File: config.mk
export PLATFORM = sky130hd
export DESIGN_NAME = wrb_bridge
export DESIGN_NICKNAME = d
export VERILOG_FILES = /design/src/rtl/wrb_pkg.sv /design/src/rtl/wrb_eng_if.sv /design/src/rtl/wrb_bridge.sv /design/src/rtl/wrb_line_engine.sv
export VERILOG_INCLUDE_DIRS = /design/src /design/src/rtl
export SDC_FILE = /design/constraint.sdc
export NUM_CORES = 1
export LEC_CHECK = 0
export BUFFER_PORTS_ARGS = -buffer_cell sky130_fd_sc_hd__buf_2
export CAP_MARGIN = 20
export CORE_MARGIN = 2
export CORE_UTILIZATION = 50
export DETAILED_ROUTE_END_ITERATION = 6
export PLACE_DENSITY = 0.7
export SETUP_SLACK_MARGIN = 0.05
export SLEW_MARGIN = 5
export SYNTH_ARGS = -nofsm -noshare
export SYNTH_HDL_FRONTEND = slang
export SYNTH_SLANG_ARGS = --single-unit
File: constraint.sdc
create_clock -name core_clk -period 6.43 [get_ports core_clk]
set_clock_uncertainty 0.1 [all_clocks]
set_input_delay 0.3215 -clock core_clk [delete_from_list [all_inputs] [get_ports core_clk]]
set_output_delay 0.3215 -clock core_clk [all_outputs]
set_load 0.1 [all_outputs]
File: src/rtl/wrb_cfg.svh
`ifndef WRB_CFG_SVH
`define WRB_CFG_SVH
// Behaviour
// Host waits or polls until the line read finishes before fetching the byte.
// Set-read-pointer with code E1h makes the next read return the line byte.
// Set-read-pointer to read data is accepted while the line read runs.
// Polling reads status repeatedly in one transfer until busy drops to 0.
// While busy is 1, a new line command code is answered with not-acknowledge.
// Host stops at once after a refused command and retries later.
// With pointer on read data, one addressed read fetches the byte, then NACK, stop.
// Busy drops from 1 to 0 only when the line read has fully finished.
// Read data holds the last captured byte until another line read completes.

// Bus addressing and codes
`define WRB_SLAVE_ADDR      7'h18
`define WRB_CMD_READ_BYTE   8'hA1
`define WRB_CMD_SET_PTR     8'hB2
`define WRB_PTR_READ_DATA   8'hE1
`define WRB_PTR_STATUS      8'hF0
`define WRB_STAT_BUSY_BIT   0
`define WRB_READ_DATA_RST   8'h00

// Line slot timing
`define WRB_CLK_MHZ         25
`define WRB_SLOT_US         70
`define WRB_LOW_US          6
`define WRB_SAMPLE_US       15
`define WRB_SLOT_CYC        (`WRB_SLOT_US * `WRB_CLK_MHZ)
`define WRB_LOW_CYC         (`WRB_LOW_US * `WRB_CLK_MHZ)
`define WRB_SAMPLE_CYC      (`WRB_SAMPLE_US * `WRB_CLK_MHZ)
`endif

File: src/rtl/wrb_pkg.sv
package wrb_pkg;
    typedef enum logic [3:0] {
        WRB_IDLE  = 4'h0,
        WRB_ADDR  = 4'h1,
        WRB_AACK  = 4'h3,
        WRB_CMD   = 4'h2,
        WRB_CACK  = 4'h6,
        WRB_PARAM = 4'h7,
        WRB_PACK  = 4'h5,
        WRB_RDATA = 4'h4,
        WRB_MACK  = 4'hC,
        WRB_WAIT  = 4'hD
    } wrb_bus_st_t;

    typedef enum logic [1:0] {
        WRB_E_IDLE = 2'h0,
        WRB_E_LOW  = 2'h1,
        WRB_E_HIGH = 2'h3
    } wrb_eng_st_t;
endpackage

File: src/rtl/wrb_eng_if.sv
interface wrb_eng_if;
    logic       start;
    logic       busy;
    logic [7:0] data;

    modport ctrl (output start, input  busy, input  data);
    modport eng  (input  start, output busy, output data);
endinterface

File: src/rtl/wrb_bridge.sv
`include "wrb_cfg.svh"

module wrb_bridge #(
    parameter logic [6:0] SLAVE_ADDR = `WRB_SLAVE_ADDR,
    parameter int         SLOT_CYC   = `WRB_SLOT_CYC,
    parameter int         LOW_CYC    = `WRB_LOW_CYC,
    parameter int         SAMPLE_CYC = `WRB_SAMPLE_CYC
) (
    // Clock and reset
    input  wire logic core_clk,
    input  wire logic rst_n,
    // Two-wire host bus
    input  wire logic scl_in,
    input  wire logic sda_in,
    output logic      sda_out,
    output logic      sda_oe,
    // Single-wire line
    input  wire logic line_in,
    output logic      line_out,
    output logic      line_oe
);
    wrb_eng_if eng_if ();

    wrb_pkg::wrb_bus_st_t st_r, st_nxt;
    logic                 scl_q_r, sda_q_r;
    logic [3:0]           cnt_r, cnt_nxt;
    logic [7:0]           sh_r, sh_nxt;
    logic [7:0]           tx_r, tx_nxt;
    logic                 rw_r, rw_nxt;
    logic                 ptr_data_r, ptr_data_nxt;
    logic                 par_r, par_nxt;
    logic                 mack_r, mack_nxt;
    logic                 oe_r, oe_nxt;
    logic                 go_r, go_nxt;
    logic                 scl_rise, scl_fall, bus_start, bus_stop;
    logic [7:0]           status_byte, tx_byte;

    assign scl_rise  = scl_in & ~scl_q_r;
    assign scl_fall  = ~scl_in & scl_q_r;
    assign bus_start = scl_in & scl_q_r & sda_q_r & ~sda_in;
    assign bus_stop  = scl_in & scl_q_r & ~sda_q_r & sda_in;

    always_comb begin
        status_byte = 8'h00;
        status_byte[`WRB_STAT_BUSY_BIT] = eng_if.busy;
        tx_byte = ptr_data_r ? eng_if.data : status_byte;
    end

    always_comb begin
        st_nxt       = st_r;
        cnt_nxt      = cnt_r;
        sh_nxt       = sh_r;
        tx_nxt       = tx_r;
        rw_nxt       = rw_r;
        ptr_data_nxt = ptr_data_r;
        par_nxt      = par_r;
        mack_nxt     = mack_r;
        oe_nxt       = oe_r;
        go_nxt       = 1'b0;
        if (bus_stop) begin
            st_nxt = wrb_pkg::WRB_IDLE;
            oe_nxt = 1'b0;
        end else if (bus_start) begin
            // Repeated start mid-operation leaves the line engine alone
            st_nxt  = wrb_pkg::WRB_ADDR;
            cnt_nxt = 4'h0;
            oe_nxt  = 1'b0;
        end else begin
            case (st_r)
                wrb_pkg::WRB_IDLE, wrb_pkg::WRB_WAIT: begin
                    oe_nxt = 1'b0;
                end
                wrb_pkg::WRB_ADDR, wrb_pkg::WRB_CMD, wrb_pkg::WRB_PARAM: begin
                    if (scl_rise && cnt_r != 4'h8) begin
                        sh_nxt  = {sh_r[6:0], sda_in};
                        cnt_nxt = cnt_r + 4'h1;
                    end else if (scl_fall && cnt_r == 4'h8) begin
                        st_nxt = wrb_pkg::WRB_WAIT;
                        if (st_r == wrb_pkg::WRB_ADDR) begin
                            if (sh_r[7:1] == SLAVE_ADDR) begin
                                oe_nxt = 1'b1;
                                rw_nxt = sh_r[0];
                                st_nxt = wrb_pkg::WRB_AACK;
                            end
                        end else if (st_r == wrb_pkg::WRB_CMD) begin
                            if (sh_r == `WRB_CMD_SET_PTR) begin
                                oe_nxt  = 1'b1;
                                par_nxt = 1'b1;
                                st_nxt  = wrb_pkg::WRB_CACK;
                            end else if (sh_r == `WRB_CMD_READ_BYTE && !eng_if.busy) begin
                                oe_nxt       = 1'b1;
                                par_nxt      = 1'b0;
                                go_nxt       = 1'b1;
                                ptr_data_nxt = 1'b0;
                                st_nxt       = wrb_pkg::WRB_CACK;
                            end
                            // Busy or unknown code: left released, host sees NACK
                        end else begin
                            if (sh_r == `WRB_PTR_READ_DATA) begin
                                oe_nxt       = 1'b1;
                                ptr_data_nxt = 1'b1;
                                st_nxt       = wrb_pkg::WRB_PACK;
                            end else if (sh_r == `WRB_PTR_STATUS) begin
                                oe_nxt       = 1'b1;
                                ptr_data_nxt = 1'b0;
                                st_nxt       = wrb_pkg::WRB_PACK;
                            end
                        end
                    end
                end
                wrb_pkg::WRB_AACK: begin
                    if (scl_fall) begin
                        cnt_nxt = 4'h0;
                        if (rw_r) begin
                            tx_nxt = tx_byte;
                            oe_nxt = ~tx_byte[7];
                            st_nxt = wrb_pkg::WRB_RDATA;
                        end else begin
                            oe_nxt = 1'b0;
                            st_nxt = wrb_pkg::WRB_CMD;
                        end
                    end
                end
                wrb_pkg::WRB_CACK: begin
                    if (scl_fall) begin
                        oe_nxt  = 1'b0;
                        cnt_nxt = 4'h0;
                        st_nxt  = par_r ? wrb_pkg::WRB_PARAM : wrb_pkg::WRB_WAIT;
                    end
                end
                wrb_pkg::WRB_PACK: begin
                    if (scl_fall) begin
                        oe_nxt = 1'b0;
                        st_nxt = wrb_pkg::WRB_WAIT;
                    end
                end
                wrb_pkg::WRB_RDATA: begin
                    if (scl_rise) begin
                        cnt_nxt = cnt_r + 4'h1;
                    end else if (scl_fall) begin
                        if (cnt_r == 4'h8) begin
                            oe_nxt   = 1'b0;
                            mack_nxt = 1'b0;
                            st_nxt   = wrb_pkg::WRB_MACK;
                        end else begin
                            tx_nxt = {tx_r[6:0], 1'b0};
                            oe_nxt = ~tx_r[6];
                        end
                    end
                end
                wrb_pkg::WRB_MACK: begin
                    if (scl_rise) begin
                        mack_nxt = ~sda_in;
                    end else if (scl_fall) begin
                        cnt_nxt = 4'h0;
                        if (mack_r) begin
                            // Host ACK: fresh copy of the selected register
                            tx_nxt = tx_byte;
                            oe_nxt = ~tx_byte[7];
                            st_nxt = wrb_pkg::WRB_RDATA;
                        end else begin
                            st_nxt = wrb_pkg::WRB_WAIT;
                        end
                    end
                end
                default: begin
                    st_nxt = wrb_pkg::WRB_IDLE;
                    oe_nxt = 1'b0;
                end
            endcase
        end
    end

    always_ff @(posedge core_clk) begin
        if (!rst_n) begin
            st_r       <= wrb_pkg::WRB_IDLE;
            scl_q_r    <= 1'b1;
            sda_q_r    <= 1'b1;
            cnt_r      <= 4'h0;
            sh_r       <= 8'h00;
            tx_r       <= 8'h00;
            rw_r       <= 1'b0;
            ptr_data_r <= 1'b0;
            par_r      <= 1'b0;
            mack_r     <= 1'b0;
            oe_r       <= 1'b0;
            go_r       <= 1'b0;
        end else begin
            st_r       <= st_nxt;
            scl_q_r    <= scl_in;
            sda_q_r    <= sda_in;
            cnt_r      <= cnt_nxt;
            sh_r       <= sh_nxt;
            tx_r       <= tx_nxt;
            rw_r       <= rw_nxt;
            ptr_data_r <= ptr_data_nxt;
            par_r      <= par_nxt;
            mack_r     <= mack_nxt;
            oe_r       <= oe_nxt;
            go_r       <= go_nxt;
        end
    end

    assign eng_if.start = go_r;
    assign sda_oe       = oe_r;
    assign sda_out      = 1'b0;

    wrb_line_engine #(
        .SLOT_CYC   (SLOT_CYC),
        .LOW_CYC    (LOW_CYC),
        .SAMPLE_CYC (SAMPLE_CYC)
    ) u_engine (
        .core_clk (core_clk),
        .rst_n    (rst_n),
        .ctl      (eng_if),
        .line_in  (line_in),
        .line_out (line_out),
        .line_oe  (line_oe)
    );
endmodule // wrb_bridge

File: src/rtl/wrb_line_engine.sv
`include "wrb_cfg.svh"

module wrb_line_engine #(
    parameter int SLOT_CYC   = `WRB_SLOT_CYC,
    parameter int LOW_CYC    = `WRB_LOW_CYC,
    parameter int SAMPLE_CYC = `WRB_SAMPLE_CYC
) (
    // Clock and reset
    input  wire logic  core_clk,
    input  wire logic  rst_n,
    // Control carrier
    wrb_eng_if.eng     ctl,
    // Single-wire line
    input  wire logic  line_in,
    output logic       line_out,
    output logic       line_oe
);
    wrb_pkg::wrb_eng_st_t st_r, st_nxt;
    logic [11:0]          cyc_r, cyc_nxt;
    logic [2:0]           bit_r, bit_nxt;
    logic [7:0]           sh_r, sh_nxt;
    logic [7:0]           data_r, data_nxt;
    logic                 busy_r, busy_nxt;
    logic                 oe_r, oe_nxt;

    always_comb begin
        st_nxt   = st_r;
        cyc_nxt  = cyc_r;
        bit_nxt  = bit_r;
        sh_nxt   = sh_r;
        data_nxt = data_r;
        busy_nxt = busy_r;
        oe_nxt   = oe_r;
        case (st_r)
            wrb_pkg::WRB_E_IDLE: begin
                if (ctl.start) begin
                    busy_nxt = 1'b1;
                    st_nxt   = wrb_pkg::WRB_E_LOW;
                    cyc_nxt  = 12'h000;
                    bit_nxt  = 3'h0;
                    oe_nxt   = 1'b1;
                end
            end
            wrb_pkg::WRB_E_LOW: begin
                cyc_nxt = cyc_r + 12'h001;
                if (cyc_r == 12'(LOW_CYC - 1)) begin
                    oe_nxt = 1'b0;
                    st_nxt = wrb_pkg::WRB_E_HIGH;
                end
            end
            wrb_pkg::WRB_E_HIGH: begin
                cyc_nxt = cyc_r + 12'h001;
                if (cyc_r == 12'(SAMPLE_CYC - 1)) begin
                    sh_nxt = {line_in, sh_r[7:1]};
                end
                if (cyc_r == 12'(SLOT_CYC - 1)) begin
                    cyc_nxt = 12'h000;
                    if (bit_r == 3'h7) begin
                        data_nxt = sh_r;
                        busy_nxt = 1'b0;
                        st_nxt   = wrb_pkg::WRB_E_IDLE;
                    end else begin
                        bit_nxt = bit_r + 3'h1;
                        oe_nxt  = 1'b1;
                        st_nxt  = wrb_pkg::WRB_E_LOW;
                    end
                end
            end
            default: begin
                st_nxt   = wrb_pkg::WRB_E_IDLE;
                busy_nxt = 1'b0;
                oe_nxt   = 1'b0;
            end
        endcase
    end

    always_ff @(posedge core_clk) begin
        if (!rst_n) begin
            st_r   <= wrb_pkg::WRB_E_IDLE;
            cyc_r  <= 12'h000;
            bit_r  <= 3'h0;
            sh_r   <= 8'h00;
            data_r <= `WRB_READ_DATA_RST;
            busy_r <= 1'b0;
            oe_r   <= 1'b0;
        end else begin
            st_r   <= st_nxt;
            cyc_r  <= cyc_nxt;
            bit_r  <= bit_nxt;
            sh_r   <= sh_nxt;
            data_r <= data_nxt;
            busy_r <= busy_nxt;
            oe_r   <= oe_nxt;
        end
    end

    assign ctl.busy = busy_r;
    assign ctl.data = data_r;
    assign line_oe  = oe_r;
    assign line_out = 1'b0;
endmodule // wrb_line_engine

## Word level (Yosys, flattened, before mapping)

Cells that the tools add are included.

- Equal/unequal tests: 60
- Reductions and logical operators: 37
- Bitwise gates (word level): 23
- Mux-type cells: 89
- Add/sub/neg operators: 3

Operators with widths:

| kind | count |
|---|---|
| $mux 4 | 24 |
| $mux 7 | 8 |
| $ne 3x3->1 const B | 13 |
| $mux 1 | 37 |
| $ne 2x2->1 const B | 18 |
| $pmux 12 s3 | 1 |
| $reduce_and 11->1 | 3 |
| $eq 8x8->1 const B | 4 |
| $pmux 4 s7 | 1 |
| $mux 12 | 2 |
| $pmux 7 s3 | 1 |
| $eq 4x3->1 const B | 4 |
| $not 1->1 | 16 |
| $pmux 4 s4 | 1 |
| $reduce_and 4->1 | 4 |
| $reduce_and 7->1 | 2 |
| $add 12x1->12 const B | 1 |
| $eq 12x11->1 const B | 1 |
| $eq 12x8->1 const B | 1 |
| $eq 12x9->1 const B | 1 |
| $eq 4x4->1 const B | 3 |
| $mux 3 | 4 |
| $reduce_and 12->1 | 1 |
| $ne 2x1->1 const B | 5 |
| other kinds (33) | 56 |

- Input bits: 5
- Register bits: 66
- Word-level logic and storage cells: 232
- Output and inout bits: 4

## Depth between registers and ports, before layout

- Word-level depth: 10
- Mapped depth: 8

## Cells and area by module

A second synthesis with hierarchy kept.

- Cells, all modules: 457
- Area total of the unflattened synthesis: 3836.2 um^2

By module, submodules not included:

| module | seq. area each (um^2) | area each (um^2) | times used | cells each |
|---|---|---|---|---|
| wrb_bridge | 620.6 | 2074.5 | 1 | 276 |
| wrb_line_engine | 700.7 | 1761.7 | 1 | 181 |

## Worst setup path before layout

No wires, ideal clock.

- Path kind: reg2reg
- From: register u_engine.cyc_r[0]
- To: register u_engine.cyc_r[0]
- Path buffers: 1
- Path slack: 4.323 ns
- Arrival: 1.880 ns
- Data required time: 6.202 ns
- Cell stages (with the launch flop): 8
- Path through: dfxtp_1 > ha_1 > nor4bb_1 > nand3_1 > a21o_1 > o21ai_1 > clkbuf_1 > nor2_1

- Cells in the longest elaborated chain, start to end: 3

Ends and longest elaborated chain:

| item | RTL line | text |
|---|---|---|
| start: declaration | wrb_line_engine.sv:19 | `logic [11:0] cyc_r, cyc_nxt;` |
| start signal: assignment | wrb_line_engine.sv:88 | `cyc_r <= cyc_nxt;` |
| $add 12x1->12 / $eq 12x11->1 (equally long branches) | wrb_line_engine.sv:45, wrb_line_engine.sv:52, wrb_line_engine.sv:56 |  |
| $mux 12 | wrb_line_engine.sv:56 | `if (cyc_r == 12'(SLOT_CYC - 1)) begin` |
| $pmux 12 s3 * | wrb_line_engine.sv:34 | `case (st_r)` |

Every way passes the cells marked *; elsewhere a longest branch is shown, timed or not.
A chain may end at the register's enable or synchronous reset.

## Worst setup path in the final report

- From: register st_r[2]
- To: register tx_r[2]

- Cells in the longest elaborated chain, start to end: 3

Ends and longest elaborated chain:

| item | RTL line | text |
|---|---|---|
| start: declaration | wrb_bridge.sv:24 | `wrb_pkg::wrb_bus_st_t st_r, st_nxt;` |
| start signal: assignment | wrb_bridge.sv:176 | `st_r <= wrb_pkg::WRB_IDLE;` |
| start signal: assignment | wrb_bridge.sv:189 | `st_r <= st_nxt;` |
| $eq 4x3->1 (tied with other cells) | wrb_bridge.sv:69 | `case (st_r)` |
| $ne 2x2->1 (no source line) / $reduce_bool 3->1 (equally long branches) | n/a |  |
| $reduce_and 11->1 (no source line) | n/a |  |
| end signal: assignment | wrb_bridge.sv:194 | `tx_r <= tx_nxt;` |
| end: declaration | wrb_bridge.sv:28 | `logic [7:0] tx_r, tx_nxt;` |

Several ways; a longest one is shown, not always the timed one.

==> impl_metrics.env <==
export IMPL_cts_root_buf="clkbuf_8"
export IMPL_fin_nets=441
export IMPL_multi_input_area_um2=2260
export IMPL_reg2reg_from="st_r[2]"
export IMPL_rows=31
export IMPL_core_area_um2=7250
export IMPL_async_reset_ff_share_pct=0
export IMPL_max_cap_violations=0
export IMPL_grt_max_degree=43
export IMPL_drt_pass1_iterations=5
export IMPL_grt_ovfl_total=0
export IMPL_seq_area_um2=1320
export IMPL_synth_area_leader_cell="dfxtp_1"
export IMPL_setup_worst_path_class="flop to flop"
export IMPL_synth_area_top_cells="dfxtp_1 (35%), mux2i_1 (8.0%), nor2_1 (5.9%)"
export IMPL_route_detailed_drc=0
export IMPL_design_power_total_mw=1.20
export IMPL_cp_depth=5
export IMPL_tritoncts="yes"
export IMPL_hold_buffers=0
export IMPL_report_final_slew_viol_count=0
export IMPL_worstPathMaxFanout=20
export IMPL_drive_above_1_share_pct=9.07
export IMPL_clk_latency_ps=350
export IMPL_start_util_pct=51.7
export IMPL_synth_ff_type="dfxtp_1"
export IMPL_rsz0062_at_grt="false"
export IMPL_yosysMostFrequentCell="dfxtp_1"
export IMPL_worst_r2r_cell_count=5
export IMPL_hold_class="primary input to flop"
export IMPL_cts_buffers_inserted=9
export IMPL_cts_buffer_depth=2
export IMPL_post_cts_setup_buffers=0
export IMPL_hpwlAfterDp_um=5280
export IMPL_max_freq_mhz=367
export IMPL_avgSynthCellArea_um2=8.78
export IMPL_p_leak_nw=1.40
export IMPL_worstPathRequired_ps=6570
export IMPL_nFillCells=661
export IMPL_drtAntennaViolNets=0
export IMPL_crit_arrival_ps=2870
export IMPL_critPathBufInv=0
export IMPL_wl_per_cell_um=14.2
export IMPL_ys_ff_latch=66
export IMPL_dieWidth_um=90.6
export IMPL_critPathCapture="tx_r[2]"
export IMPL_vdd_drop_max_v=0.000246
export IMPL_ys_warn_count=0
export IMPL_synth_edff_count=0
export IMPL_slew_headroom_pct=40.4
export IMPL_ys_seq_area_share_pct=35.2
export IMPL_io_pins=9
export IMPL_cp_end_kind="flop"
export IMPL_vias_per_cell=5.77
export IMPL_portBuffers=6
export IMPL_rrSetupSlack_ps=3700
export IMPL_crit_path_top_delay_cell="dfxtp_1"
export IMPL_setup_slack_ps=3700
export IMPL_ys_top_cells_by_count="dfxtp_1 (66), nor2_1 (59), nand2_1 (31)"
export IMPL_num_antenna_cells=0
export IMPL_postRouteWirelength_um=7530
export IMPL_whs_path_depth=3
export IMPL_cp_top_family="compound AO/OA/AOI/OAI gates"
export IMPL_h_tree_depth=3
export IMPL_setup_tns_ps=0
export IMPL_tightest_slew_ps=893
export IMPL_cp_cell_sequence="nor3b_2 > a31oi_1 > a2111oi_4 > nor2_1 > a311oi_1"
export IMPL_vias=3053
export IMPL_fp_dieArea_um2=8210
export IMPL_setup_viol=0
export IMPL_cp_start_kind="flop"
export IMPL_hold_start="line_in"
export IMPL_post_place_ws_ps=3720
export IMPL_synth_cell_type_count=80
export IMPL_synthesis_instances=427
export IMPL_drtIter0Drc=218
export IMPL_setup_worst_path_start="st_r[2]"
export IMPL_fin_crit_ps=2730
export IMPL_grtUsageTotal_pct=19.1
export IMPL_grt_pass1_vias=2747
export IMPL_antenna_found_initial=0
export IMPL_numClockSinks=66
export IMPL_place_gp_congestion=0.895
export IMPL_synth_top_area_share_pct=35.2
export IMPL_cp_slowest_stage_delay_ps=780
export IMPL_final_hold_viol_count=0
export IMPL_grt_pass1_wl_um=12800
export IMPL_syn_area_um2=3750
export IMPL_period_share_pct=42.4
export IMPL_clkTransAtPathRegs_ps=80
export IMPL_r2r_end="tx_r[2]"
export IMPL_pwr_density_cell_nw_per_um2=302
export IMPL_status="completed"
export IMPL_die_height_um=90.6
export IMPL_area_delta_synth_final_pct=6.00
export IMPL_post_cts_resized=0
[area by class of cell]
type | count | area share [%]
Multi-Input combinational cell | 332 | 56.8
Sequential cell | 66 | 33.2
Clock buffer | 10 | 3.46
Tap cell | 99 | 3.12
Clock inverter | 6 | 1.64
Timing Repair Buffer | 7 | 0.944
Inverter | 9 | 0.850
[metal layers]
metal,track usage [%],up-vias,wire [um]
met2,29.2,77,3440
met4,8.46,0,112
met1,24.5,1417,3600
met5,0,-,0
met3,6.26,10,370
li1,-,1549,-
[power breakdown]
group          leakage (nW)  internal, mW  total, mW  switching [mW]
combinational         0.760         0.134      0.367           0.233
sequential            0.533         0.432      0.478          0.0457
clock                 0.103         0.190      0.356           0.166
total                  1.40         0.756       1.20           0.445
[per-stage QoR]
| step | instances | util [%] | area (um^2) | hold WS (ps) |
|---|---|---|---|---|
| floorplan | 428 | - | 3750 | 323 |
| global placement | 513 | 52.0 | 3770 | 335 |
| detailed placement | 513 | 52.0 | 3770 | 341 |
| CTS | 529 | 54.8 | 3980 | 90.8 |
| global route | 529 | 54.8 | 3980 | 81.1 |
| finish | 529 | 54.8 | 3980 | 102 |
[cell families (layout without fill, tap and decap cells)]
family | Yosys count | after routing | share of synthesized area (%)
other | 1 | 2 | 0.100
XOR/XNOR | 16 | 16 | 4.10
flip-flops | 66 | 66 | 35.2
AND/OR/NAND/NOR | 189 | 189 | 28.1
adder cells (fa/ha/maj) | 11 | 11 | 3.67
multiplexers | 30 | 30 | 8.01
AO/OA/AOI/OAI | 84 | 84 | 16.1
buffers and inverters | 30 | 32 | 4.70
[cell usage in the layout, fill, tap and decap left out, types with 3 or more instances in the layout]
master    count
a311oi_1      6
nand4_1       6
o21ai_0      14
a22oi_1       4
nand2b_1     10
and2_1        3
nor2b_1       8
nor4bb_1      3
nand2_1      31
nor2_1       59
a21o_1        3
nand4b_1      5
clkbuf_8     10
nand3_1      19
nor3b_1       4
xor2_1       11
ha_1         11
nor4b_1       3
buf_2         6
inv_1         8
a31oi_1       5
a21oi_1      13
o21a_1        3
nor3_1        5
nor4_1        4
xnor2_1       4
dfxtp_1      66
mux2i_1      30
o211ai_1      7
a221oi_1      3
[sequential cells by signal, indices dropped and copies added, names as in the netlist, 2 cells and up]
signal and cells:
cnt_r 4, tx_r 7, u_engine.cyc_r 12, st_r 4, u_engine.st_r 2, u_engine.ctl.data 8, u_engine.bit_r 3, sh_r 8
u_engine.sh_r 8
[tightest hold or removal path: cells and delay by family]
family / cells / cell delay (ps)
buffers and inverters: 1 / 80
multiplexers: 1 / 50
AND/OR/NAND/NOR: 1 / 70
[worst min path at each step]
| stage | end | slack (ps) |
|---|---|---|
| finish | u_engine.sh_r[7] | 100 |
| global route | u_engine.sh_r[7] | 80 |
| CTS | u_engine.sh_r[7] | 90 |
| detailed placement | u_engine.line_oe | 340 |
| global placement | u_engine.line_oe | 340 |
| floorplan | scl_q_r | 320 |
Power figures use the tool's default switching activity.
